**src/rtl/adcfmt_cfg.svh**
```systemverilog
`ifndef ADCFMT_CFG_SVH
`define ADCFMT_CFG_SVH

// Register byte offsets on the Wishbone slave.
`define ADCFMT_OFS_CTRL0 8'h00
`define ADCFMT_OFS_CTRL1 8'h04
`define ADCFMT_OFS_CTRL2 8'h08
`define ADCFMT_OFS_RES_HI 8'h0C
`define ADCFMT_OFS_RES_LO 8'h10
`define ADCFMT_OFS_STAT 8'h14
`define ADCFMT_OFS_CLR 8'h18
`define ADCFMT_OFS_IEN 8'h1C

// Field positions.
`define ADCFMT_ON_BIT 0
`define ADCFMT_GO_BIT 1
`define ADCFMT_CHS_LSB 2
`define ADCFMT_CHS_MSB 6
`define ADCFMT_PREF_LSB 0
`define ADCFMT_PREF_MSB 1
`define ADCFMT_NREF_BIT 2
`define ADCFMT_CS_LSB 4
`define ADCFMT_CS_MSB 6
`define ADCFMT_FM_BIT 7
`define ADCFMT_TRIG_LSB 4
`define ADCFMT_TRIG_MSB 7
`define ADCFMT_ST_DONE 0
`define ADCFMT_ST_MISS 1

// Reset values.
`define ADCFMT_CTRL_RST 8'h00
`define ADCFMT_STAT_RST 2'h0

// Sizes.
`define ADCFMT_NBITS 10
`define ADCFMT_TRIG_N 13
`define ADCFMT_TRIG_MAX 4'hD

// Timing: system clock rate and the internal RC conversion clock period.
`define ADCFMT_CLK_MHZ 200
`define ADCFMT_FRC_NS 1000
`define ADCFMT_FRC_CYC ((`ADCFMT_FRC_NS * `ADCFMT_CLK_MHZ + 999) / 1000)

`endif

```
**src/rtl/adcfmt_pkg.sv**
```systemverilog
package adcfmt_pkg;
   typedef logic [9:0] adcfmt_result_t;
   typedef logic [2:0] adcfmt_clksel_t;
   typedef enum logic [1:0] {
      SEQ_IDLE,
      SEQ_SETTLE,
      SEQ_TRIAL
   } adcfmt_seq_e;
endpackage

```
**src/rtl/adcfmt_conv_if.sv**
```systemverilog
interface adcfmt_conv_if;
   logic start;
   logic abort;
   adcfmt_pkg::adcfmt_clksel_t clk_sel;
   logic busy;
   logic done;
   adcfmt_pkg::adcfmt_result_t result;
   modport ctrl (output start, output abort, output clk_sel,
                 input busy, input done, input result);
   modport seq (input start, input abort, input clk_sel,
                output busy, output done, output result);
endinterface

```
**src/rtl/adcfmt_sar.sv**
```systemverilog
`include "adcfmt_cfg.svh"

module adcfmt_sar (
   input wire logic clk_i,
   input wire logic rst_i,
   adcfmt_conv_if.seq cv,
   input wire logic cmp_i,
   output logic [9:0] dac_code_o,
   output logic sample_o
);
   adcfmt_pkg::adcfmt_seq_e state;
   logic [7:0] div_cnt;
   logic [3:0] bit_idx;
   logic [9:0] trial_bit;
   logic [9:0] kept_code;
   logic [7:0] tad_len;

   function automatic logic [7:0] tad_cycles(input logic [2:0] s);
      logic [7:0] n;
      n = 8'(`ADCFMT_FRC_CYC);
      case (s)
         3'h0: n = 8'h02;
         3'h1: n = 8'h08;
         3'h2: n = 8'h20;
         3'h4: n = 8'h04;
         3'h5: n = 8'h10;
         3'h6: n = 8'h40;
         default: n = 8'(`ADCFMT_FRC_CYC);
      endcase
      return n;
   endfunction

   assign tad_len = tad_cycles(cv.clk_sel) - 8'h01;
   assign trial_bit = 10'h001 << bit_idx;
   assign kept_code = cmp_i ? dac_code_o : (dac_code_o & ~trial_bit);
   assign cv.busy = (state != adcfmt_pkg::SEQ_IDLE);
   // The hold switch only reopens; nothing ever discharges the hold node.
   assign sample_o = (state == adcfmt_pkg::SEQ_IDLE);

   always_ff @(posedge clk_i) begin
      cv.done <= 1'b0;
      if (rst_i || cv.abort) begin
         state <= adcfmt_pkg::SEQ_IDLE;
         div_cnt <= 8'h00;
         bit_idx <= 4'h0;
         dac_code_o <= 10'h000;
      end else begin
         unique case (state)
            adcfmt_pkg::SEQ_IDLE: begin
               if (cv.start) begin
                  state <= adcfmt_pkg::SEQ_SETTLE;
                  div_cnt <= tad_len;
               end
            end
            adcfmt_pkg::SEQ_SETTLE: begin
               if (div_cnt == 8'h00) begin
                  state <= adcfmt_pkg::SEQ_TRIAL;
                  bit_idx <= 4'h9;
                  dac_code_o <= 10'h200;
                  div_cnt <= tad_len;
               end else begin
                  div_cnt <= div_cnt - 8'h01;
               end
            end
            adcfmt_pkg::SEQ_TRIAL: begin
               if (div_cnt != 8'h00) begin
                  div_cnt <= div_cnt - 8'h01;
               end else if (bit_idx == 4'h0) begin
                  cv.result <= kept_code;
                  cv.done <= 1'b1;
                  dac_code_o <= kept_code;
                  state <= adcfmt_pkg::SEQ_IDLE;
               end else begin
                  dac_code_o <= kept_code | (trial_bit >> 1);
                  bit_idx <= bit_idx - 4'h1;
                  div_cnt <= tad_len;
               end
            end
         endcase
      end
   end
endmodule

```
**src/rtl/adcfmt_top.sv**
```systemverilog
// The Wishbone register port and the address map were left to the implementer.
`include "adcfmt_cfg.svh"

module adcfmt_top (
   input wire logic clk_i,
   input wire logic rst_i,
   input wire logic wb_cyc_i,
   input wire logic wb_stb_i,
   input wire logic wb_we_i,
   input wire logic [7:0] wb_adr_i,
   input wire logic [3:0] wb_sel_i,
   input wire logic [31:0] wb_dat_i,
   output logic [31:0] wb_dat_o,
   output logic wb_ack_o,
   input wire logic [12:0] trig_i,
   input wire logic cmp_i,
   output logic [9:0] dac_code_o,
   output logic sample_o,
   output logic converter_on_o,
   output logic [4:0] input_channel_select_o,
   output logic [2:0] conv_clk_sel_o,
   output logic neg_ref_sel_o,
   output logic [1:0] pos_ref_sel_o,
   output logic conv_busy_o,
   output logic irq_o
);
   adcfmt_conv_if cv();

   // Control state.
   logic converter_on;
   logic conv_go;
   logic [4:0] input_channel_select;
   logic result_justify_select;
   logic [2:0] conv_clk_sel;
   logic neg_ref_sel;
   logic [1:0] pos_ref_sel;
   logic [3:0] auto_trigger_source;
   logic [7:0] result_high_byte;
   logic [7:0] result_low_byte;
   logic [1:0] irq_status;
   logic [1:0] irq_enable;

   // Synchronisers for pins from outside the clock domain.
   logic cmp_meta;
   logic cmp_sync;
   logic [12:0] trig_meta;
   logic [12:0] trig_sync;
   logic [12:0] trig_prev;
   logic [12:0] trig_rise;

   always_ff @(posedge clk_i) begin
      cmp_meta <= cmp_i;
      cmp_sync <= cmp_meta;
   end

   genvar g;
   generate
      for (g = 0; g < `ADCFMT_TRIG_N; g = g + 1) begin : g_trig
         always_ff @(posedge clk_i) begin
            trig_meta[g] <= trig_i[g];
            trig_sync[g] <= trig_meta[g];
            trig_prev[g] <= trig_sync[g];
         end
         // Level-high sources are ignored; only a low-to-high step counts.
         assign trig_rise[g] = trig_sync[g] & ~trig_prev[g];
      end
   endgenerate

   // Bus decode. A write takes effect on the edge where ack is sampled.
   logic bus_req;
   logic bus_wr;
   logic wr_ctrl0;
   logic wr_ctrl1;
   logic wr_ctrl2;
   logic wr_res_hi;
   logic wr_res_lo;
   logic wr_clr;
   logic wr_ien;
   logic [7:0] wr_byte;

   assign bus_req = wb_cyc_i & wb_stb_i;
   assign bus_wr = bus_req & wb_we_i & wb_ack_o & wb_sel_i[0];
   assign wr_byte = wb_dat_i[7:0];
   assign wr_ctrl0 = bus_wr & (wb_adr_i == `ADCFMT_OFS_CTRL0);
   assign wr_ctrl1 = bus_wr & (wb_adr_i == `ADCFMT_OFS_CTRL1);
   assign wr_ctrl2 = bus_wr & (wb_adr_i == `ADCFMT_OFS_CTRL2);
   assign wr_res_hi = bus_wr & (wb_adr_i == `ADCFMT_OFS_RES_HI);
   assign wr_res_lo = bus_wr & (wb_adr_i == `ADCFMT_OFS_RES_LO);
   assign wr_clr = bus_wr & (wb_adr_i == `ADCFMT_OFS_CLR);
   assign wr_ien = bus_wr & (wb_adr_i == `ADCFMT_OFS_IEN);

   // Read mux; reserved and unmapped locations read as zero.
   logic [7:0] rd_ctrl0;
   logic [7:0] rd_ctrl1;
   logic [7:0] rd_ctrl2;
   logic [7:0] rd_byte;

   assign rd_ctrl0 = {1'b0, input_channel_select, conv_go, converter_on};
   assign rd_ctrl1 = {result_justify_select, conv_clk_sel, 1'b0,
                      neg_ref_sel, pos_ref_sel};
   assign rd_ctrl2 = {auto_trigger_source, 4'h0};
   assign rd_byte =
      (wb_adr_i == `ADCFMT_OFS_CTRL0) ? rd_ctrl0 :
      (wb_adr_i == `ADCFMT_OFS_CTRL1) ? rd_ctrl1 :
      (wb_adr_i == `ADCFMT_OFS_CTRL2) ? rd_ctrl2 :
      (wb_adr_i == `ADCFMT_OFS_RES_HI) ? result_high_byte :
      (wb_adr_i == `ADCFMT_OFS_RES_LO) ? result_low_byte :
      (wb_adr_i == `ADCFMT_OFS_STAT) ? {6'h00, irq_status} :
      (wb_adr_i == `ADCFMT_OFS_IEN) ? {6'h00, irq_enable} : 8'h00;

   always_ff @(posedge clk_i) begin
      if (rst_i) begin
         wb_ack_o <= 1'b0;
         wb_dat_o <= 32'h00000000;
      end else begin
         wb_ack_o <= bus_req & ~wb_ack_o;
         if (bus_req & ~wb_ack_o) begin
            wb_dat_o <= {24'h000000, rd_byte};
         end
      end
   end

   // Conversion start, abort and completion.
   logic on_next;
   logic sw_go_set;
   logic sw_go_clr;
   logic conv_idle;
   logic trig_valid;
   logic [3:0] trig_idx;
   logic trig_hit;
   logic conv_start;
   logic conv_abort;
   logic next_go;
   logic missed_trig;

   // The enable written in the same access counts, so one write can
   // turn the converter on and start it.
   assign on_next = wr_ctrl0 ? wr_byte[`ADCFMT_ON_BIT] : converter_on;
   assign sw_go_set = wr_ctrl0 & wr_byte[`ADCFMT_GO_BIT];
   assign sw_go_clr = wr_ctrl0 & ~wr_byte[`ADCFMT_GO_BIT];
   // A conversion that ends this cycle frees the converter for a new start.
   assign conv_idle = ~conv_go | cv.done;
   assign trig_valid = (auto_trigger_source != 4'h0) &&
                       (auto_trigger_source <= `ADCFMT_TRIG_MAX);
   assign trig_idx = auto_trigger_source - 4'h1;
   assign trig_hit = trig_valid & trig_rise[trig_idx];
   assign conv_start = on_next & conv_idle & (sw_go_set | trig_hit);
   // Switching the converter off or writing go low stops a running cycle.
   assign conv_abort = conv_go & ~cv.done & (~on_next | sw_go_clr);
   assign next_go = conv_start ? 1'b1 :
                    (cv.done | conv_abort) ? 1'b0 : conv_go;
   // A trigger edge that lands while busy is dropped and reported.
   assign missed_trig = trig_hit & on_next & ~conv_idle;

   assign cv.start = conv_start;
   assign cv.abort = conv_abort;
   assign cv.clk_sel = conv_clk_sel;

   adcfmt_sar u_sar (
      .clk_i(clk_i),
      .rst_i(rst_i),
      .cv(cv.seq),
      .cmp_i(cmp_sync),
      .dac_code_o(dac_code_o),
      .sample_o(sample_o)
   );

   // Control registers.
   always_ff @(posedge clk_i) begin
      if (rst_i) begin
         converter_on <= 1'(`ADCFMT_CTRL_RST >> `ADCFMT_ON_BIT);
         conv_go <= 1'b0;
         input_channel_select <= 5'h00;
         result_justify_select <= 1'b0;
         conv_clk_sel <= 3'h0;
         neg_ref_sel <= 1'b0;
         pos_ref_sel <= 2'h0;
         auto_trigger_source <= 4'h0;
      end else begin
         conv_go <= next_go;
         if (wr_ctrl0) begin
            converter_on <= wr_byte[`ADCFMT_ON_BIT];
            input_channel_select <= wr_byte[`ADCFMT_CHS_MSB:`ADCFMT_CHS_LSB];
         end
         if (wr_ctrl1) begin
            result_justify_select <= wr_byte[`ADCFMT_FM_BIT];
            conv_clk_sel <= wr_byte[`ADCFMT_CS_MSB:`ADCFMT_CS_LSB];
            neg_ref_sel <= wr_byte[`ADCFMT_NREF_BIT];
            pos_ref_sel <= wr_byte[`ADCFMT_PREF_MSB:`ADCFMT_PREF_LSB];
         end
         if (wr_ctrl2) begin
            auto_trigger_source <= wr_byte[`ADCFMT_TRIG_MSB:`ADCFMT_TRIG_LSB];
         end
      end
   end

   // Result formatting at load time.
   logic [7:0] fmt_high;
   logic [7:0] fmt_low;

   assign fmt_high = result_justify_select ?
      {6'h00, cv.result[9:8]} :
      cv.result[9:2];
   assign fmt_low = result_justify_select ?
      cv.result[7:0] :
      {cv.result[1:0], 6'h00};

   // The result bytes have no reset so their contents survive any reset;
   // a load from the converter wins over a software write in the same cycle.
   always_ff @(posedge clk_i) begin
      if (cv.done) begin
         result_high_byte <= fmt_high;
         result_low_byte <= fmt_low;
      end else begin
         if (wr_res_hi) begin
            result_high_byte <= wr_byte;
         end
         if (wr_res_lo) begin
            result_low_byte <= wr_byte;
         end
      end
   end

   // Interrupt status: set wins over a clear in the same cycle.
   logic [1:0] irq_events;
   logic [1:0] irq_clear;

   assign irq_events = {missed_trig, cv.done};
   assign irq_clear = wr_clr ? wr_byte[1:0] : 2'h0;

   always_ff @(posedge clk_i) begin
      if (rst_i) begin
         irq_status <= `ADCFMT_STAT_RST;
         irq_enable <= 2'h0;
      end else begin
         irq_status <= (irq_status & ~irq_clear) | irq_events;
         if (wr_ien) begin
            irq_enable <= wr_byte[1:0];
         end
      end
   end

   assign irq_o = |(irq_status & irq_enable);
   assign converter_on_o = converter_on;
   assign input_channel_select_o = input_channel_select;
   assign conv_clk_sel_o = conv_clk_sel;
   assign neg_ref_sel_o = neg_ref_sel;
   assign pos_ref_sel_o = pos_ref_sel;
   assign conv_busy_o = conv_go;
endmodule

```
**config.mk**
```make
export PLATFORM = sky130hd
export DESIGN_NAME = adcfmt_top
export DESIGN_NICKNAME = d
export VERILOG_FILES = /design/src/rtl/adcfmt_pkg.sv /design/src/rtl/adcfmt_conv_if.sv /design/src/rtl/adcfmt_sar.sv /design/src/rtl/adcfmt_top.sv
export VERILOG_INCLUDE_DIRS = /design/src /design/src/rtl
export SDC_FILE = /design/constraint.sdc
export NUM_CORES = 1
export LEC_CHECK = 0
export BUFFER_PORTS_ARGS = -buffer_cell sky130_fd_sc_hd__buf_2
export CORE_MARGIN = 3
export CORE_UTILIZATION = 45
export CTS_CLUSTER_SIZE = 16
export DETAILED_ROUTE_END_ITERATION = 12
export MAX_ROUTING_LAYER = met4
export PLACE_DENSITY = 0.68
export SKIP_LAST_GASP = 1
export SYNTH_ARGS = -nofsm -noshare
export SYNTH_HDL_FRONTEND = slang
export SYNTH_SLANG_ARGS = --single-unit
export TNS_END_PERCENT = 10
```
**constraint.sdc**
```tcl
create_clock -name clk_i -period 4.7 [get_ports clk_i]
set_clock_uncertainty 0.05 [all_clocks]
set_input_delay 0.94 -clock clk_i [delete_from_list [all_inputs] [get_ports clk_i]]
set_output_delay 0.94 -clock clk_i [all_outputs]
set_load 0.01 [all_outputs]
```
==> run_summary.xml, run 1 <==
<?xml version="1.0" encoding="UTF-8"?>
<metrics>
  <group name="setup_path">
    <metric name="r2r_slack" unit="ns">1.24</metric>
    <metric name="slowest_delay" unit="ns">0.55</metric>
    <metric name="setup.worst_path.start_class" unit="">register</metric>
    <metric name="rr_endpoint" unit="">u_sar.state[0]</metric>
    <metric name="cpMaxStageDelayCell" unit="">a222oi_1</metric>
    <metric name="ff2ff_path_depth" unit="">8</metric>
    <metric name="largest_delay_share_family_worst_path" unit="">compound AO/OA/AOI/OAI gates</metric>
    <metric name="cp.arrival" unit="ns">3.71</metric>
    <metric name="critical_path.n_buffers_inverters" unit="">1</metric>
    <metric name="critical_path_required" unit="ns">4.96</metric>
    <metric name="critical_path.reg2reg.startpoint" unit="">auto_trigger_source[0]</metric>
    <metric name="crit_path_cell_trace" unit="">inv_1, ha_1, o311ai_0, a31oi_1, a311oi_1, o211ai_2, a222oi_1, mux2_2</metric>
    <metric name="critical_path_class" unit="">register to register</metric>
    <metric name="worst-path-max-fanout" unit="">13</metric>
    <metric name="crit_path_end_kind" unit="">register</metric>
  </group>
  <group name="yosys">
    <metric name="syn-instance-count" unit="">577</metric>
    <metric name="ys.warnings.count" unit="">0</metric>
    <metric name="netlist_area" unit="um2">5540</metric>
    <metric name="asyncSetResetFlopFracSynth" unit="%">0</metric>
    <metric name="ys_types" unit="">65</metric>
    <metric name="yosysSeqAreaShare" unit="%">49.2</metric>
    <metric name="ys_seq_elements" unit="">123</metric>
    <metric name="synth.avg_cell_area" unit="um2">9.59</metric>
    <metric name="synth_edf_count" unit="">26</metric>
    <metric name="synth_top_flop_cell" unit="">dfxtp_1</metric>
  </group>
  <group name="hold_path">
    <metric name="worst_hold_path_type" unit="">register to register</metric>
    <metric name="min_delay_path_depth" unit="">0</metric>
    <metric name="worstHoldStart" unit="">trig_meta[12]</metric>
    <metric name="worstHoldEndpoint" unit="">trig_sync[12]</metric>
  </group>
  <group name="clocking">
    <metric name="post_cts.resized_instances" unit="">0</metric>
    <metric name="tritoncts_clock_tree" unit="">done</metric>
    <metric name="cts-hold-fix-buffers" unit="">0</metric>
    <metric name="clk_latency_worst_skew_pair" unit="ns">0.42</metric>
    <metric name="tritoncts_num_sinks" unit="">123</metric>
    <metric name="max-clock-path-buffers" unit="">2</metric>
    <metric name="cts_max_level" unit="">4</metric>
    <metric name="cts.clk_slew.worst_paths" unit="ns">0.06</metric>
    <metric name="post_cts.repair.setup_buffers" unit="">0</metric>
    <metric name="clock_tree_root_driver_cell" unit="">clkbuf_16</metric>
    <metric name="numCtsBuffers" unit="">17</metric>
  </group>
  <group name="sta">
    <metric name="setup_total_negative_slack" unit="ns">0</metric>
    <metric name="fin_crit" unit="ns">3.46</metric>
    <metric name="tightest_slew" unit="ns">0.958</metric>
    <metric name="fmax" unit="MHz">289</metric>
    <metric name="final_hold_viol_count" unit="">0</metric>
    <metric name="slew_headroom" unit="%">35.7</metric>
    <metric name="setup_viol_count_final" unit="">0</metric>
    <metric name="grt_setup_unrepaired" unit="">no</metric>
    <metric name="finalCritPeriodShare" unit="%">73.5</metric>
    <metric name="maxSlewViolCount" unit="">0</metric>
  </group>
  <group name="global_routing">
    <metric name="grt_util_all_layers" unit="%">19.4</metric>
    <metric name="maximum_number_of_pins_on_one_net_before_global_route_repair" unit="">34</metric>
    <metric name="number_of_global_route_vias_before_repair" unit="">4148</metric>
    <metric name="grt_remaining_overflow" unit="">0</metric>
    <metric name="grt_pass1_wl" unit="um">19800</metric>
    <metric name="grt_antenna_before_repair" unit="">0</metric>
  </group>
  <group name="final_layout">
    <metric name="most-common-layout-cells" unit="">dfxtp_1 (97), buf_2 (69), nor2_1 (59), nand2_1 (59), a21oi_1 (38)</metric>
    <metric name="mostFrequentLayoutCell" unit="">dfxtp_1</metric>
    <metric name="final_net_count" unit="">717</metric>
    <metric name="fill_cells" unit="">1026</metric>
    <metric name="antenna_diodes" unit="">0</metric>
    <metric name="syn2layout_area_growth" unit="%">16.4</metric>
    <metric name="final_core_util" unit="%">55.0</metric>
    <metric name="drive_above_1_share" unit="%">19.1</metric>
  </group>
  <group name="floorplanning">
    <metric name="chipWidth" unit="um">117</metric>
    <metric name="die_area" unit="um2">13700</metric>
    <metric name="initial_utilization" unit="%">47.3</metric>
    <metric name="num_rows" unit="">39</metric>
    <metric name="design.portCount" unit="">121</metric>
    <metric name="core_region_area" unit="um2">11700</metric>
    <metric name="die_height" unit="um">117</metric>
  </group>
  <group name="drt">
    <metric name="route.final.wire_length" unit="um">12400</metric>
    <metric name="drtAntennaViolNets" unit="">0</metric>
    <metric name="vias_per_cell" unit="">5.44</metric>
    <metric name="drcViolationCount" unit="">0</metric>
    <metric name="initialDrtViolationCount" unit="">347</metric>
    <metric name="drtPass1Iterations" unit="">5</metric>
    <metric name="dr_total_vias" unit="">4339</metric>
    <metric name="post_drt_wl_per_cell" unit="um">15.5</metric>
  </group>
  <group name="status">
    <metric name="run_status" unit="">complete, no violations</metric>
  </group>
  <group name="place">
    <metric name="place.detailed.hpwl" unit="um">8910</metric>
    <metric name="routability_driven_placement_congestion_ratio" unit="">0.893</metric>
    <metric name="buffers_on_ports" unit="">69</metric>
  </group>
  <group name="power">
    <metric name="power_density" unit="nW/um2">451</metric>
    <metric name="total_leakage_power" unit="nW">2.62</metric>
    <metric name="power.ir.vdd_worst" unit="uV">236</metric>
  </group>
  <group name="flow_run">
    <metric name="max_cap_viols" unit="">0</metric>
  </group>
</metrics>
cells in the mapped netlist (3+ instances only):
cell type,count,area share (%)
o21ai_1,5,0.45
nand2_1,59,4.0
o21a_1,3,0.41
nor3b_1,8,1.1
a22oi_1,3,0.41
a21oi_1,38,3.4
and3_1,3,0.34
dfxtp_1,97,35
xor2_1,4,0.63
nand3_1,11,0.99
clkbuf_1,19,1.3
nor2_1,59,4.0
and2_1,5,0.57
a21o_1,10,1.4
xnor2_1,4,0.63
a311oi_1,3,0.47
a21boi_0,10,1.4
o21ai_0,21,1.9
edfxtp_1,26,14
a22o_1,3,0.47
nand3b_1,9,1.2
a211oi_1,4,0.54
buf_4,25,3.4
mux2i_1,24,4.3
inv_1,22,1.5
a221oi_1,4,0.63
nor4_1,3,0.34
ha_1,13,2.9
mux2_2,5,1.0
o311ai_0,5,0.79
nor2b_1,10,1.1
nor3_1,15,1.4
nand2b_1,3,0.34
through the flow:
stage | total power [mW] | area [um2] | hold WS, ns | worst slack (ns) | cells
after floorplan | 1.58 | 5620 | 0.260 | 1.27 | 600
after global placement | 1.66 | 5860 | 0.260 | 1.12 | 765
after detailed placement | 1.67 | 5860 | 0.264 | 1.05 | 765
after CTS | 2.92 | 6440 | 0.278 | 1.26 | 797
after global routing | 3.04 | 6440 | 0.281 | 0.918 | 797
final | 2.91 | 6440 | 0.276 | 1.24 | 797
registers in the layout, indices dropped and copies added (netlist names), 2 cells and up:
signal and cells:
u_sar.div_cnt 8, input_channel_select_o 5, u_sar.bit_idx 4, wb_dat_o 8, result_high_byte 8, u_sar.state 2
pos_ref_sel_o 2, auto_trigger_source 4, trig_prev 13, conv_clk_sel_o 3, result_low_byte 8, irq_status 2
trig_sync 13, u_sar.dac_code_o 10, trig_meta 13, u_sar.cv.result 10, irq_enable 2
worst register-to-register path, delay by kind of cell, from the launching register on:
family	cells	cell delay [ns]
compound gates	5	1.83
fa+ha+maj	1	0.48
flops	1	0.45
mux	1	0.39
buf+inv	1	0.16
worst max path at each step:
| stage | startpoint | endpoint | slack [ns] | depth (start not counted) |
|---|---|---|---|---|
| 2_1_floorplan | wb_adr_i[5] | u_sar.cv.result[0] | 1.27 | 7 |
| 5_1_grt | auto_trigger_source[0] | u_sar.state[0] | 0.92 | 8 |
| 6_report | auto_trigger_source[0] | u_sar.state[0] | 1.24 | 8 |
| 3_5_place_dp | wb_adr_i[5] | u_sar.state[0] | 1.05 | 8 |
| 3_3_place_gp | wb_adr_i[5] | u_sar.state[0] | 1.12 | 8 |
| 4_1_cts | auto_trigger_source[0] | u_sar.state[0] | 1.26 | 8 |
layer usage:
layer | vias up | wire length, um | part of all wire, % | global-route usage, %
li1 | 2123 | - | - | -
met1 | 2002 | 5550 | 45 | 24.0
met2 | 182 | 5660 | 46 | 28.8
met3 | 32 | 792 | 6.4 | 5.60
met4 | 0 | 382 | 3.1 | 10.1
met5 | - | 0 | 0 | -
logic make-up (layout without fill, tap and decap cells):
kind of cell             Yosys count  after routing  share of synthesized area (%)
AND/OR/NAND/NOR                  205            205                           18.8
AO/OA/AOI/OAI                    128            128                           15.6
flip-flops                       123            123                           49.2
buffers and inverters             70            124                           6.76
multiplexers                      29             29                           5.36
adder cells (fa/ha/maj)           13             13                           2.94
XOR/XNOR                           8              8                           1.27
other                              1             24                         0.0677
layout make-up:
type	instances	area [um2]	share of cell area [%]
Sequential cell	123	2720	42.3
Multi-Input combinational cell	407	2520	39.2
Clock buffer	19	464	7.21
Timing Repair Buffer	70	353	5.48
Tap cell	143	179	2.78
Clock inverter	13	115	1.79
Inverter	22	82.6	1.28
power by group:
part           leakage [nW]  switching [mW]  internal, mW
sequential             1.03          0.0448          1.13
clock                 0.281           0.485         0.772
combinational          1.31           0.295         0.181
total                  2.62           0.824          2.08
No activity file was read; power rests on OpenSTA's default activity.
==> run 2, diff against run 1 <==
- PLACE_DENSITY: 0.68 -> 0.71
- clock period: 4.7 -> 2.83 ns (I/O delays scaled with it)
==> run 2 against run 1 <==
  * Combinational power increased by 82%
  * Critical path depth increased by 1
  * Utilization increased by 2.1 points
  * Non-clock buffer count increased by 24
  * Register-to-register slack got worse by 1.1 ns
  * Sequential power increased by 65%
  * Via count increased by 3.3%
  * Largest power group unchanged
  * Highest routed layer unchanged
==> run_summary.xml, run 2 (same netlist as run 1, synthesis figures left out) <==
<?xml version="1.0" encoding="UTF-8"?>
<metrics>
  <group name="status">
    <metric name="run_status" unit="">complete, no violations</metric>
  </group>
  <group name="setup_path">
    <metric name="crit_path_end_kind" unit="">register</metric>
    <metric name="crit_path_cell_trace" unit="">inv_2, ha_4, buf_4, o311ai_0, o21ai_0, o21ai_1, o211ai_2, a222oi_1, mux2_2</metric>
    <metric name="cpMaxStageDelayCell" unit="">a222oi_1</metric>
    <metric name="worst-path-max-fanout" unit="">5</metric>
    <metric name="critical_path_class" unit="">register to register</metric>
    <metric name="slowest_delay" unit="ns">0.41</metric>
    <metric name="cp.arrival" unit="ns">2.96</metric>
    <metric name="critical_path_required" unit="ns">3.08</metric>
    <metric name="setup.worst_path.start_class" unit="">register</metric>
  </group>
  <group name="floorplanning">
    <metric name="core_region_area" unit="um2">11700</metric>
    <metric name="chipWidth" unit="um">117</metric>
    <metric name="num_rows" unit="">39</metric>
    <metric name="design.portCount" unit="">121</metric>
    <metric name="die_height" unit="um">117</metric>
    <metric name="initial_utilization" unit="%">47.3</metric>
    <metric name="die_area" unit="um2">13700</metric>
  </group>
  <group name="place">
    <metric name="routability_driven_placement_congestion_ratio" unit="">0.917</metric>
    <metric name="buffers_on_ports" unit="">69</metric>
    <metric name="preCtsSetupSlack" unit="ns">-0.0715</metric>
    <metric name="place.detailed.hpwl" unit="um">9370</metric>
  </group>
  <group name="clocking">
    <metric name="clk_latency_worst_skew_pair" unit="ns">0.41</metric>
    <metric name="clock_tree_root_driver_cell" unit="">clkbuf_16</metric>
    <metric name="tritoncts_clock_tree" unit="">done</metric>
    <metric name="cts.clk_slew.worst_paths" unit="ns">0.06</metric>
    <metric name="numCtsBuffers" unit="">17</metric>
    <metric name="max-clock-path-buffers" unit="">2</metric>
    <metric name="tritoncts_num_sinks" unit="">123</metric>
    <metric name="cts_max_level" unit="">4</metric>
  </group>
  <group name="power">
    <metric name="power.ir.vdd_worst" unit="uV">456</metric>
    <metric name="power_density" unit="nW/um2">737</metric>
    <metric name="total_leakage_power" unit="nW">2.75</metric>
    <metric name="post-layout-total-power" unit="mW">4.92</metric>
  </group>
  <group name="drt">
    <metric name="post_drt_wl_per_cell" unit="um">15.6</metric>
    <metric name="drtPass1Iterations" unit="">7</metric>
    <metric name="vias_per_cell" unit="">5.46</metric>
    <metric name="drcViolationCount" unit="">0</metric>
    <metric name="dr_total_vias" unit="">4482</metric>
    <metric name="route.final.wire_length" unit="um">12800</metric>
    <metric name="drtAntennaViolNets" unit="">0</metric>
    <metric name="initialDrtViolationCount" unit="">324</metric>
  </group>
  <group name="final_layout">
    <metric name="fill_cells" unit="">1019</metric>
    <metric name="syn2layout_area_growth" unit="%">20.7</metric>
    <metric name="antenna_diodes" unit="">0</metric>
    <metric name="biggestRegsByFlops" unit="">trig_meta: 13 flops, trig_prev: 13 flops, trig_sync: 13 flops</metric>
    <metric name="mostFrequentLayoutCell" unit="">dfxtp_1</metric>
    <metric name="drive_above_1_share" unit="%">23.0</metric>
    <metric name="final_net_count" unit="">741</metric>
    <metric name="most-common-layout-cells" unit="">dfxtp_1 (95), buf_2 (69), nand2_1 (59), nor2_1 (58), a21oi_1 (38)</metric>
  </group>
  <group name="global_routing">
    <metric name="grt_util_all_layers" unit="%">19.6</metric>
    <metric name="grt_antenna_before_repair" unit="">0</metric>
    <metric name="maximum_number_of_pins_on_one_net_before_global_route_repair" unit="">33</metric>
    <metric name="number_of_global_route_vias_before_repair" unit="">4164</metric>
    <metric name="grt_pass1_wl" unit="um">20100</metric>
    <metric name="grt_remaining_overflow" unit="">0</metric>
  </group>
  <group name="hold_path">
    <metric name="worst_hold_path_type" unit="">primary input to register</metric>
  </group>
  <group name="sta">
    <metric name="setup_total_negative_slack" unit="ns">0</metric>
    <metric name="worst_slack" unit="ns">0.117</metric>
    <metric name="grt_setup_unrepaired" unit="">no</metric>
    <metric name="tightest_slew" unit="ns">0.985</metric>
    <metric name="maxSlewViolCount" unit="">0</metric>
    <metric name="setup_viol_count_final" unit="">0</metric>
    <metric name="final_hold_viol_count" unit="">0</metric>
    <metric name="slew_headroom" unit="%">33.9</metric>
    <metric name="fin_crit" unit="ns">2.71</metric>
    <metric name="finalCritPeriodShare" unit="%">95.9</metric>
    <metric name="fmax" unit="MHz">369</metric>
  </group>
  <group name="flow_run">
    <metric name="max_cap_viols" unit="">0</metric>
  </group>
</metrics>
[run 2: per-stage QoR]
stage,std cells,cell area [um2],hold WS [ns],util (%)
after floorplan,600,5630,0.260,-
after global placement,789,6050,0.261,51.7
after CTS,821,6640,0.187,56.7
final,821,6680,0.203,57.1
after global routing,821,6680,0.185,57.1
after detailed placement,789,6050,0.262,51.7
[run 2: final timing paths]
kind / startpoint / endpoint / slack (ns) / cells past startpoint
min: trig_i[12] / trig_meta[12] / 0.20 / 1
max: auto_trigger_source[1] / u_sar.state[0] / 0.12 / 9
min reg2reg: trig_meta[9] / trig_sync[9] / 0.27 / 0
max reg2reg: auto_trigger_source[1] / u_sar.state[0] / 0.12 / 9
[run 2: timing repair]
action | 4_1_cts | 5_1_grt
endpoints found under the setup margin | 10 | 10
pin swaps | 0 | 7
hold buffers | 0 | 0
buffers inserted | 0 | 0
resized for setup | 3 | 8
[run 2: cell type report]
type / count / area, um2 / share of cell area (%)
Sequential cell: 123 / 2730 / 40.8
Multi-Input combinational cell: 407 / 2570 / 38.5
Timing Repair Buffer: 94 / 537 / 8.03
Clock buffer: 18 / 450 / 6.74
Tap cell: 143 / 179 / 2.68
Clock inverter: 14 / 136 / 2.04
Inverter: 22 / 82.6 / 1.24
[run 2: report_power, final]
part	switching (mW)	internal, mW	total, mW
clock	0.829	1.28	2.11
combinational	0.524	0.341	0.865
sequential	0.0739	1.88	1.95
total	1.43	3.49	4.92
[run 2: critical path: cells and delay by family (launching register included)]
kind                       cells  cell delay, ns
adders and majority gates      1            0.25
AOI/OAI and AO/OA              5            1.36
DFF                            1            0.35
muxes                          1            0.38
buffers and inverters          2            0.20
[run 2: routing by layer]
layer	up-vias	global-route usage, %	part of all wire [%]	wire length [um]
met5	-	-	0	0
met4	0	8.87	2.1	265
met1	2109	23.8	42	5440
li1	2168	-	-	-
met3	22	4.27	6.6	847
met2	183	31.4	49	6270
==> run 3, diff against run 2 <==
- PLACE_DENSITY: 0.71 -> 0.68
- SYNTH_HIERARCHICAL: unset -> 1
- clock period: 2.83 -> 3.3 ns (I/O delays scaled with it)
==> run 3 against run 2 <==
  * Final cell count rose by 2.4%
  * Non-clock buffer count fell by 8
  * Hold slack improved by 0.069 ns
  * Critical path type unchanged
  * Largest cell class unchanged
==> run_summary.xml, run 3 <==
<?xml version="1.0" encoding="UTF-8"?>
<metrics>
  <group name="status">
    <metric name="run_status" unit="">complete, no violations</metric>
  </group>
  <group name="global_routing">
    <metric name="number_of_global_route_vias_before_repair" unit="">4478</metric>
    <metric name="grt_remaining_overflow" unit="">0</metric>
    <metric name="grt_util_all_layers" unit="%">20.5</metric>
    <metric name="maximum_number_of_pins_on_one_net_before_global_route_repair" unit="">33</metric>
    <metric name="grt_pass1_wl" unit="um">22300</metric>
    <metric name="grt_antenna_before_repair" unit="">0</metric>
  </group>
  <group name="sta">
    <metric name="fin_crit" unit="ns">3.14</metric>
    <metric name="grt_setup_unrepaired" unit="">yes</metric>
    <metric name="setup_total_negative_slack" unit="ns">0</metric>
    <metric name="finalCritPeriodShare" unit="%">95.2</metric>
    <metric name="setup_viol_count_final" unit="">0</metric>
    <metric name="fmax" unit="MHz">318</metric>
    <metric name="maxSlewViolCount" unit="">0</metric>
    <metric name="final_hold_viol_count" unit="">0</metric>
    <metric name="slew_headroom" unit="%">45.0</metric>
    <metric name="tightest_slew" unit="ns">0.822</metric>
  </group>
  <group name="floorplanning">
    <metric name="design.portCount" unit="">121</metric>
    <metric name="chipWidth" unit="um">118</metric>
    <metric name="die_area" unit="um2">13900</metric>
    <metric name="core_region_area" unit="um2">12100</metric>
    <metric name="initial_utilization" unit="%">46.5</metric>
    <metric name="die_height" unit="um">118</metric>
    <metric name="num_rows" unit="">40</metric>
  </group>
  <group name="final_layout">
    <metric name="most-common-layout-cells" unit="">dfxtp_1 (97), buf_2 (69), nor2_1 (55), a21oi_1 (44)</metric>
    <metric name="mostFrequentLayoutCell" unit="">dfxtp_1</metric>
    <metric name="syn2layout_area_growth" unit="%">19.5</metric>
    <metric name="fill_cells" unit="">1080</metric>
    <metric name="final_core_util" unit="%">55.6</metric>
    <metric name="drive_above_1_share" unit="%">22.4</metric>
    <metric name="design_area" unit="um2">6730</metric>
    <metric name="antenna_diodes" unit="">0</metric>
    <metric name="final_net_count" unit="">735</metric>
    <metric name="biggestRegsByFlops" unit="">trig_meta: 13 flops, trig_prev: 13 flops, trig_sync: 13 flops</metric>
  </group>
  <group name="power">
    <metric name="post-layout-total-power" unit="mW">4.30</metric>
    <metric name="power.ir.vdd_worst" unit="uV">532</metric>
    <metric name="total_leakage_power" unit="nW">2.64</metric>
    <metric name="power_density" unit="nW/um2">638</metric>
  </group>
  <group name="drt">
    <metric name="vias_per_cell" unit="">5.53</metric>
    <metric name="drtPass1Iterations" unit="">7</metric>
    <metric name="met3_length" unit="um">854</metric>
    <metric name="initialDrtViolationCount" unit="">410</metric>
    <metric name="drtAntennaViolNets" unit="">0</metric>
    <metric name="wl_met1" unit="um">6210</metric>
    <metric name="dr_total_vias" unit="">4653</metric>
    <metric name="drcViolationCount" unit="">0</metric>
    <metric name="met2RoutedLength" unit="um">6370</metric>
    <metric name="post_drt_wl_per_cell" unit="um">16.4</metric>
    <metric name="route.final.wire_length" unit="um">13800</metric>
    <metric name="topRoutingLayerUsed" unit="">met4</metric>
  </group>
  <group name="setup_path">
    <metric name="critical_path_required" unit="ns">3.56</metric>
    <metric name="worst-path-max-fanout" unit="">9</metric>
    <metric name="crit_path_end_kind" unit="">register</metric>
    <metric name="critical_path_class" unit="">register to register</metric>
    <metric name="r2r_slack" unit="ns">0.16</metric>
    <metric name="startpoint" unit="">auto_trigger_source[1]</metric>
    <metric name="cpMaxStageDelayCell" unit="">o41ai_4</metric>
    <metric name="critical_path.reg2reg.startpoint" unit="">auto_trigger_source[1]</metric>
    <metric name="setup.worst_path.start_class" unit="">register</metric>
    <metric name="slowest_delay" unit="ns">0.41</metric>
    <metric name="cp.arrival" unit="ns">3.40</metric>
    <metric name="rr_endpoint" unit="">u_sar/div_cnt[2]</metric>
    <metric name="crit_path_cell_trace" unit="">inv_1, ha_1, xor2_4, and4_2, o41ai_4, and3_1, o2bb2ai_2, nand2b_1, o21a_1, o21ai_0, o221a_2</metric>
    <metric name="ff2ff_path_depth" unit="">11</metric>
  </group>
  <group name="clocking">
    <metric name="clk_latency_worst_skew_pair" unit="ns">0.41</metric>
    <metric name="cts.clk_slew.worst_paths" unit="ns">0.06</metric>
    <metric name="numCtsBuffers" unit="">17</metric>
    <metric name="tritoncts_clock_tree" unit="">done</metric>
    <metric name="max-clock-path-buffers" unit="">2</metric>
    <metric name="tritoncts_num_sinks" unit="">123</metric>
    <metric name="clock_tree_root_driver_cell" unit="">clkbuf_16</metric>
    <metric name="cts_max_level" unit="">4</metric>
    <metric name="cts-hold-fix-buffers" unit="">0</metric>
  </group>
  <group name="yosys">
    <metric name="netlist_area" unit="um2">5630</metric>
    <metric name="synth.avg_cell_area" unit="um2">9.71</metric>
    <metric name="syn-instance-count" unit="">580</metric>
    <metric name="ys.warnings.count" unit="">6</metric>
  </group>
  <group name="flow_run">
    <metric name="max_cap_viols" unit="">0</metric>
  </group>
  <group name="place">
    <metric name="place.detailed.hpwl" unit="um">9810</metric>
    <metric name="placedInstanceArea" unit="um2">6130</metric>
    <metric name="routability_driven_placement_congestion_ratio" unit="">0.953</metric>
    <metric name="buffers_on_ports" unit="">69</metric>
  </group>
  <group name="hold_path">
    <metric name="min_delay_path_depth" unit="">0</metric>
    <metric name="worstHoldStart" unit="">trig_meta[9]</metric>
    <metric name="worst_hold_path_type" unit="">register to register</metric>
    <metric name="worstHoldEndpoint" unit="">trig_sync[9]</metric>
  </group>
</metrics>
==> run 3: timing repair <==
| item | CTS | global route |
|---|---|---|
| resized for setup | 0 | 6 |
| setup endpoints to repair | 0 | 7 |
| buffers inserted | 0 | 0 |
==> run 3: per-layer routing <==
layer	GRT usage (%)	vias up
met4	10.2	0
met2	30.4	205
met3	5.67	35
li1	-	2212
met1	25.8	2201
met5	-	-
==> run 3: worst max path at each step <==
stage	end	slack (ns)	cells after the start
3_3_place_gp	u_sar/div_cnt[7]	0.14	10
2_1_floorplan	u_sar/cv.result[0]	0.12	8
3_5_place_dp	u_sar/div_cnt[7]	0.01	10
5_1_grt	u_sar/div_cnt[2]	-0.01	11
4_1_cts	u_sar/div_cnt[7]	0.09	11
6_report	u_sar/div_cnt[2]	0.16	11
==> run 3: through the flow <==
stage / setup slack, ns / hold slack (ns) / std cells
3_5_place_dp: 0.0113 / 0.264 / 809
6_report: 0.158 / 0.272 / 841
4_1_cts: 0.0947 / 0.275 / 841
2_1_floorplan: 0.118 / 0.260 / 603
5_1_grt: -0.0142 / 0.272 / 841
3_3_place_gp: 0.135 / 0.261 / 809
==> run 3: final cells by class <==
cell class	count	area (um2)	share of cell area (%)
sequential	123	2720	40.5
multi-input combinational	411	2680	39.8
timing repair buffer	86	473	7.03
clock buffer	18	429	6.38
tap	168	210	3.12
clock inverter	14	135	2.01
inverter	21	78.8	1.17
==> run 3: worst max-delay path: cells and delay by family (launching register included) <==
kind / cells / cell delay [ns]
fa+ha+maj: 1 / 0.26
flops: 1 / 0.37
compound gates: 5 / 1.31
buf+inv: 1 / 0.08
simple gates: 3 / 0.76
xor+xnor: 1 / 0.20
==> run 3: power breakdown <==
group	internal (mW)	switching, mW
registers	1.64	0.0702
clock network	1.05	0.721
logic	0.286	0.525
